--- config.mk ---
export PLATFORM = sky130hd
export DESIGN_NAME = data_cache_block_ops
export DESIGN_NICKNAME = d
export VERILOG_FILES = /design/src/dcache_ops_pkg.sv /design/src/data_cache_block_ops.sv
export SDC_FILE = /design/constraint.sdc
export NUM_CORES = 1
export LEC_CHECK = 0
export BUFFER_PORTS_ARGS = -buffer_cell sky130_fd_sc_hd__buf_4
export CAP_MARGIN = 20
export CORE_MARGIN = 2
export CORE_UTILIZATION = 43
export CTS_CLUSTER_SIZE = 28
export DETAILED_ROUTE_END_ITERATION = 16
export GPL_ROUTABILITY_DRIVEN = 0
export PLACE_DENSITY = 0.78
export SETUP_SLACK_MARGIN = 0.2
export SLEW_MARGIN = 10
export SYNTH_ARGS = -nofsm -noshare
export SYNTH_HDL_FRONTEND = slang
export SYNTH_SLANG_ARGS = --single-unit
--- constraint.sdc ---
create_clock -name sys_clk_in -period 2.9 [get_ports sys_clk_in]
set_clock_uncertainty 0.1 [all_clocks]
set_input_delay 0.58 -clock sys_clk_in [delete_from_list [all_inputs] [get_ports sys_clk_in]]
set_output_delay 0.58 -clock sys_clk_in [all_outputs]
set_load 0.01 [all_outputs]
--- src/dcache_ops_pkg.sv ---
package dcache_ops_pkg;

  // Instruction word fields (bit 31 is the most significant bit)
  localparam logic [5:0] primary_opcode   = 6'h1f;   // 31
  localparam logic [9:0] xo_allocate      = 10'h2f6; // 758
  localparam logic [9:0] xo_flush         = 10'h056; // 86
  localparam logic [9:0] xo_invalidate    = 10'h1d6; // 470
  localparam int         opcd_msb         = 31;
  localparam int         opcd_lsb         = 26;
  localparam int         base_msb         = 20;
  localparam int         base_lsb         = 16;
  localparam int         index_msb        = 15;
  localparam int         index_lsb        = 11;
  localparam int         xo_msb           = 10;
  localparam int         xo_lsb           = 1;

  // Widths
  localparam int         addr_width       = 32;
  localparam int         gpr_sel_width    = 5;
  localparam logic [4:0] reg_zero         = 5'h00;

  // Operation kinds
  typedef enum logic [1:0] {
    op_none     = 2'b00,
    op_allocate = 2'b01,
    op_flush    = 2'b10,
    op_invalid  = 2'b11
  } cache_op_t;

  // Sequencer states
  typedef enum logic [1:0] {
    st_idle      = 2'b00,
    st_lookup    = 2'b01,
    st_writeback = 2'b10,
    st_done      = 2'b11
  } seq_state_t;

  // Cache lookup answer for the effective address
  typedef struct packed {
    logic hit;
    logic modified;
    logic cachable;
    logic write_back;
  } line_status_t;

  // Translation and protection answer
  typedef struct packed {
    logic relocate_on;
    logic tlb_match;
    logic zone_no_access;
    logic zone_read_only;
    logic user_attr;
  } xlate_status_t;

  // Action sent to the cache arrays
  typedef struct packed {
    logic                  valid;
    logic                  allocate;
    logic                  invalidate;
    logic [addr_width-1:0] address;
  } line_action_t;

  // Exception and debug outcome
  typedef struct packed {
    logic program_exc;
    logic storage_exc;
    logic tlb_miss_exc;
    logic compare_as_store;
    logic access_as_store;
  } op_result_t;

endpackage : dcache_ops_pkg

--- src/data_cache_block_ops.sv ---
`timescale 1ns/1ps
// What this block does
// - Base field zero selects a zero base
// - Otherwise base register plus index register
// - Allocate is opcode 31, extended 758
// - Allocate hit write-back keeps line valid
// - Allocate miss write-back allocates without fetch
// - Allocate write-through or uncachable does nothing
// - Allocate never faults; faults become no-op
// - Allocate counts as store everywhere
// - Flush is opcode 31, extended 86
// - Flush writes back modified, then invalidates
// - Flush ignores cachability; miss does nothing
// - Flush no-access zone fault, user relocated only
// - Flush/invalidate TLB miss when relocating
// - Flush load for access, store for compare
// - Invalidate is opcode 31, extended 470
// - Invalidate in user mode: program exception
// - Invalidate discards hit line, no write-back
// - Invalidate zone faults: no-access user, read-only
// - Invalidate faults on enabled user attribute
// - Invalidate counts as store everywhere
// - Reserved bits never raise program exception
module data_cache_block_ops (
  // Clock and reset
  input  wire logic                                   sys_clk_in,
  input  wire logic                                   rst_n_in,
  // Issue from the pipeline
  input  wire logic                                   issue_valid_in,
  input  wire logic [31:0]                            instr_in,
  input  wire logic [dcache_ops_pkg::addr_width-1:0]  base_value_in,
  input  wire logic [dcache_ops_pkg::addr_width-1:0]  index_value_in,
  input  wire logic                                   user_mode_in,
  input  wire logic                                   user_attr_exception_enable_in,
  output logic                                        issue_ready_out,
  // Register file read selects
  output logic [dcache_ops_pkg::gpr_sel_width-1:0]    base_register_field_out,
  output logic [dcache_ops_pkg::gpr_sel_width-1:0]    index_register_field_out,
  // Lookup of cache and translation
  output logic                                        lookup_valid_out,
  output logic [dcache_ops_pkg::addr_width-1:0]       effective_address_out,
  input  wire dcache_ops_pkg::line_status_t           line_status_in,
  input  wire dcache_ops_pkg::xlate_status_t          xlate_status_in,
  // Line actions to the arrays
  output dcache_ops_pkg::line_action_t                line_action_out,
  // Write-back to main memory
  output logic                                        wb_req_out,
  output logic [dcache_ops_pkg::addr_width-1:0]       wb_addr_out,
  input  wire logic                                   wb_ack_in,
  // Completion
  output logic                                        done_out,
  output dcache_ops_pkg::op_result_t                  result_out
);

  // Whole state of the block
  typedef struct packed {
    dcache_ops_pkg::seq_state_t                 state;
    dcache_ops_pkg::cache_op_t                  op;
    logic                                       user;
    logic                                       ue_enable;
    logic [dcache_ops_pkg::addr_width-1:0]      ea;
    dcache_ops_pkg::line_action_t               action;
    logic                                       wb_req;
    dcache_ops_pkg::op_result_t                 result;
    logic                                       done;
  } blk_state_t;

  blk_state_t state_reg;                        // Registered state
  blk_state_t state_next;                       // Next state

  // Decode fields of the incoming word
  logic [5:0]                                   opcd;
  logic [9:0]                                   xo;
  logic [dcache_ops_pkg::gpr_sel_width-1:0]     base_sel;
  dcache_ops_pkg::cache_op_t                    decoded_op;
  logic [dcache_ops_pkg::addr_width-1:0]        ea_calc;

  assign opcd     = instr_in[dcache_ops_pkg::opcd_msb:dcache_ops_pkg::opcd_lsb];
  assign xo       = instr_in[dcache_ops_pkg::xo_msb:dcache_ops_pkg::xo_lsb];
  assign base_sel = instr_in[dcache_ops_pkg::base_msb:dcache_ops_pkg::base_lsb];

  // Register file selects follow the instruction fields directly
  assign base_register_field_out  = base_sel;
  assign index_register_field_out = instr_in[dcache_ops_pkg::index_msb:dcache_ops_pkg::index_lsb];

  // Opcode decode; reserved bits and the record bit are not examined
  always_comb begin
    decoded_op = dcache_ops_pkg::op_none;
    if (opcd == dcache_ops_pkg::primary_opcode) begin
      case (xo)
        dcache_ops_pkg::xo_allocate:   decoded_op = dcache_ops_pkg::op_allocate;
        dcache_ops_pkg::xo_flush:      decoded_op = dcache_ops_pkg::op_flush;
        dcache_ops_pkg::xo_invalidate: decoded_op = dcache_ops_pkg::op_invalid;
        default:                       decoded_op = dcache_ops_pkg::op_none;
      endcase
    end
  end

  // Effective address; register zero reads as a literal zero base
  always_comb begin
    if (base_sel == dcache_ops_pkg::reg_zero) begin
      ea_calc = index_value_in;
    end else begin
      ea_calc = base_value_in + index_value_in;
    end
  end

  // Handshake and lookup outputs
  assign issue_ready_out       = (state_reg.state == dcache_ops_pkg::st_idle);
  assign lookup_valid_out      = (state_reg.state == dcache_ops_pkg::st_lookup);
  assign effective_address_out = state_reg.ea;
  // Data outputs straight from flops
  assign line_action_out       = state_reg.action;
  assign wb_req_out            = state_reg.wb_req;
  assign wb_addr_out           = state_reg.ea;
  assign done_out              = state_reg.done;
  assign result_out            = state_reg.result;

  // Sequencer
  always_comb begin
    logic tlb_miss;
    logic storage;
    tlb_miss   = 1'b0;
    storage    = 1'b0;
    state_next = state_reg;
    // Action and completion are one-cycle pulses
    state_next.action.valid      = 1'b0;
    state_next.action.allocate   = 1'b0;
    state_next.action.invalidate = 1'b0;
    state_next.done              = 1'b0;
    tlb_miss = xlate_status_in.relocate_on & ~xlate_status_in.tlb_match;
    case (state_reg.state)
      dcache_ops_pkg::st_idle: begin
        if (issue_valid_in && decoded_op != dcache_ops_pkg::op_none) begin
          state_next.op        = decoded_op;
          state_next.user      = user_mode_in;
          state_next.ue_enable = user_attr_exception_enable_in;
          state_next.ea        = ea_calc;
          state_next.result    = '0;
          // Classification stands for every outcome, the privilege trap included
          state_next.result.compare_as_store = 1'b1;
          state_next.result.access_as_store  = (decoded_op != dcache_ops_pkg::op_flush);
          state_next.action.address = ea_calc;
          // Privilege check needs no lookup
          if (decoded_op == dcache_ops_pkg::op_invalid && user_mode_in) begin
            state_next.result.program_exc = 1'b1;
            state_next.state = dcache_ops_pkg::st_done;
          end else begin
            state_next.state = dcache_ops_pkg::st_lookup;
          end
        end
      end
      dcache_ops_pkg::st_lookup: begin
        // Classification for access checks and debug compare
        state_next.result.compare_as_store = 1'b1;
        state_next.result.access_as_store  = (state_reg.op != dcache_ops_pkg::op_flush);
        state_next.state = dcache_ops_pkg::st_done;
        case (state_reg.op)
          dcache_ops_pkg::op_allocate: begin
            // Faulting conditions silently turn the allocate into a no-op
            if (!tlb_miss && !(xlate_status_in.relocate_on &&
                (xlate_status_in.zone_read_only || (state_reg.user && xlate_status_in.zone_no_access)))) begin
              // Only cachable write-back targets do anything
              if (line_status_in.cachable && line_status_in.write_back) begin
                if (!line_status_in.hit) begin
                  // Line allocated without a memory read; contents undefined
                  state_next.action.valid    = 1'b1;
                  state_next.action.allocate = 1'b1;
                end
                // Hit: line stays valid, nothing to do
              end
            end
          end
          dcache_ops_pkg::op_flush: begin
            storage = xlate_status_in.relocate_on & state_reg.user & xlate_status_in.zone_no_access;
            if (tlb_miss) begin
              state_next.result.tlb_miss_exc = 1'b1;
            end else if (storage) begin
              state_next.result.storage_exc = 1'b1;
            end else if (line_status_in.hit) begin
              if (line_status_in.modified) begin
                state_next.wb_req = 1'b1;
                state_next.state  = dcache_ops_pkg::st_writeback;
              end else begin
                state_next.action.valid      = 1'b1;
                state_next.action.invalidate = 1'b1;
              end
            end
          end
          dcache_ops_pkg::op_invalid: begin
            storage = (xlate_status_in.relocate_on &&
                       ((state_reg.user && xlate_status_in.zone_no_access) ||
                        xlate_status_in.zone_read_only)) ||
                      (xlate_status_in.user_attr && state_reg.ue_enable);
            if (tlb_miss) begin
              state_next.result.tlb_miss_exc = 1'b1;
            end else if (storage) begin
              state_next.result.storage_exc = 1'b1;
            end else if (line_status_in.hit) begin
              // Modified data is dropped on purpose, no write-back
              state_next.action.valid      = 1'b1;
              state_next.action.invalidate = 1'b1;
            end
          end
          default: state_next.state = dcache_ops_pkg::st_done;
        endcase
      end
      dcache_ops_pkg::st_writeback: begin
        // Hold until memory accepts, then drop the line
        if (wb_ack_in) begin
          state_next.wb_req            = 1'b0;
          state_next.action.valid      = 1'b1;
          state_next.action.invalidate = 1'b1;
          state_next.state             = dcache_ops_pkg::st_done;
        end
      end
      dcache_ops_pkg::st_done: begin
        // Reserved bits never feed the result
        state_next.done  = 1'b1;
        state_next.state = dcache_ops_pkg::st_idle;
      end
      default: state_next.state = dcache_ops_pkg::st_idle;
    endcase
  end

  // State register, synchronous reset
  always_ff @(posedge sys_clk_in) begin
    if (!rst_n_in) begin
      state_reg <= '0;
    end else begin
      state_reg <= state_next;
    end
  end

endmodule : data_cache_block_ops

==> reports/metrics.csv <==
stage,metric,value,unit
outcome,status,completed,
synthesis,synthDistinctLibCells,63,
clocking,h-tree-depth,2,
global_routing,grt_pass1_wl,22.0,mm
clocking,numCtsBuffers,5,
final_layout,drive_above_1_share,38.0,%
die,die_w,110,um
synthesis,ys_ff_latch,48,
critical_path,rrSetupSlack,920,ps
clocking,path_clk_slew,100,ps
die,row_count,38,
critical_path,critical_path.endpoint_type,register,
sta,finalHoldViolations,0,
final_layout,largest_register_ff_count,35,
route,drcViolationCount,0,
sta,worst_slew_pin_slew,899,ps
global_routing,grt_max_degree,31,
clocking,cts-root-buf,clkbuf_8,
sta,setup_violations,0,
synthesis,ys_warn_count,0,
global_routing,antenna_found_initial,0,
critical_path,critPathArrivalTime,2880,ps
placement,dpl.hpwl,11.2,mm
placement,dp_slack,-313,ps
synthesis,syn_nets,799,
synthesis,synth_edf_count,0,
synthesis,post-synth-top-area-cell,dfxtp_1,
synthesis,syn_area_per_cell,7.41,um^2
critical_path,worstPathRequired,3050,ps
die,initial_utilization,44.4,%
clocking,ctsHoldBuffers,0,
die,core,10900,um^2
synthesis,synth_ff_type,dfxtp_1,
pwr,leakagePower,2.95,nW
die,die_h,110,um
clocking,insertion_delay,310,ps
sta,max_slew_margin,39.9,%
sta,fmax,366,MHz
synthesis,synth.area.top_cells,"dfxtp_1 (20%), buf_4 (18%), ha_1 (9.1%)",
sta,fin_tns_setup,0,ps
route,ant_nets,0,
sta,maxSlewViolCount,0,
die,io_pins,229,
synthesis,synth_top_area_share,19.9,%
min_path,hp-class,register to register,
critical_path,reg2reg_from,state_reg[79],
critical_path,critPathKind,primary input to register,
route,vias,5066,
critical_path,cp-start-kind,primary input,
final_layout,area_growth,29.2,%
global_routing,grt_usage,22.7,%
final_layout,fin_util,57.3,%
pwr,worst_ir_drop_vdd,212,uV
global_routing,grt-ovfl-total,0,
final_layout,fill_cells,1004,
sta,fin_crit,2730,ps
die,die_area,12100,um^2
route,dr.pass1.iters,5,
global_routing,grt_pass1_vias,4692,
sta,post-route-period-util,94.2,%
critical_path,crit_start,base_value_in[3],
final_layout,fin_area,6240,um^2
critical_path,worstPathMaxFanout,3,
placement,io_buffers,212,
min_path,worstHoldStart,state_reg[74],
flow_run,drv_cap,0,
final_layout,antenna_cells,0,
clocking,cts_sinks,48,
synthesis,netlist_area,4830,um^2
synthesis,async_reset_ff_share,0,%
synthesis,ys_seq_area_share,19.9,%
route,post_drt_wl_per_cell,16.2,um
sta,timing.final.ws_setup,168,ps
final_layout,fin_nets,919,
route,totalWireLength,14.8,mm
clocking,cts_tree,yes,
synthesis,syn_inst,652,
route,drtIter0Drc,283,
pwr,powerDensity,342,nW/um^2
placement,dpl_cell_area,5920,um^2
clocking,cts_buffer_depth,2,
route,vias_per_cell,5.55,
sta,rsz0062_at_grt,true,
critical path, stage by stage:
cell and delay (ps):
buf_4 110, ha_1 310, buf_4 130, a21oi_2 60
buf_4 130, buf_4 130, buf_4 120, buf_4 130
buf_4 130, buf_4 120, buf_4 120, buf_4 120
buf_4 120, buf_4 120, xnor2_1 110, o21ai_1 140
nand2_1 80, a21oi_1 130
area by class of cell:
cell class	instances	area, um^2	share of cell area, %
clock buffers	6	82.6	1.32
clock inverters	2	38.8	0.621
inverters	12	45.0	0.722
multi-input cells	447	2960	47.3
flip-flops and latches	48	961	15.4
well taps	140	175	2.81
repair buffers	258	1980	31.8
path summary, 6_finish.rpt:
kind                               to  cells after the start
setup reg to reg  line_action_out[27]                      7
hold / removal          state_reg[74]                      2
setup / recovery   line_action_out[4]                     18
hold reg to reg         state_reg[74]                      2
stage by stage:
stage | hold slack, ps | power (W) | cells
floorplan | 326 | 0.00124 | 652
global placement | 340 | 0.00151 | 890
detailed placement | 344 | 0.00153 | 890
CTS | 359 | 0.00210 | 910
global route | 382 | 0.00226 | 913
finish | 359 | 0.00214 | 913
cells in the final DEF (no fill, tap or decap), types with 3 or more instances in the layout:
cell type	instances
a21oi_1	73
nor2_1	32
buf_4	253
nand2_1	79
a21oi_2	5
o21ai_0	28
xnor2_1	9
xor2_1	15
inv_1	12
o21a_1	3
dfxtp_1	48
o211ai_1	7
nand4b_1	3
ha_4	5
and2_1	3
o22ai_1	4
a21o_1	18
nor3b_1	3
nand3_1	25
nor2b_1	3
ha_1	30
nor3_1	15
a31oi_1	9
o21ai_1	6
nand4_1	8
clkbuf_8	6
a211o_1	4
and3_1	11
mux2i_1	4
metal layers:
layer / wire length (um) / part of all wire [%] / global-route usage [%]
met5: 0 / 0 / 0
met4: 274 / 1.9 / 7.41
met3: 1240 / 8.4 / 3.82
met2: 7250 / 49 / 39.2
met1: 6010 / 41 / 28.7
power by group:
group | internal (W) | total, W | switching (W) | leakage (nW)
logic | 0.000436 | 0.000895 | 0.000460 | 2.50
registers | 0.000679 | 0.000695 | 0.0000163 | 0.387
clock network | 0.000283 | 0.000547 | 0.000264 | 0.0614
total | 0.00140 | 0.00214 | 0.000740 | 2.95
cells in the mapped netlist, types with 4 or more instances:
cell type  instances
buf_4            115
nand2_1           79
a21oi_1           77
dfxtp_1           48
ha_1              35
nor2_1            33
o21ai_0           31
nand3_1           26
clkbuf_1          22
a21o_1            18
nor3_1            15
xor2_1            15
inv_1             12
and3_1            11
a31oi_1            9
xnor2_1            9
nand4_1            8
o211ai_1           7
buf_2              5
a211o_1            4
mux2i_1            4
o21ai_1            4
o22ai_1            4
cell families after synthesis:
logic type | count (synthesis) | synth area share, %
compound gates | 187 | 25.0
buf+inv | 157 | 21.3
fa+ha+maj | 36 | 9.48
simple gates | 196 | 19.1
xor+xnor | 24 | 4.35
flops | 48 | 19.9
mux | 4 | 0.829
repair_timing:
item,in CTS,in global routing
buffers inserted,12,2
pin swaps,10,15
gates cloned,0,0
setup endpoints to repair,7,12
resized for setup,5,12
Note: power is estimated with default switching activity, not from simulation.
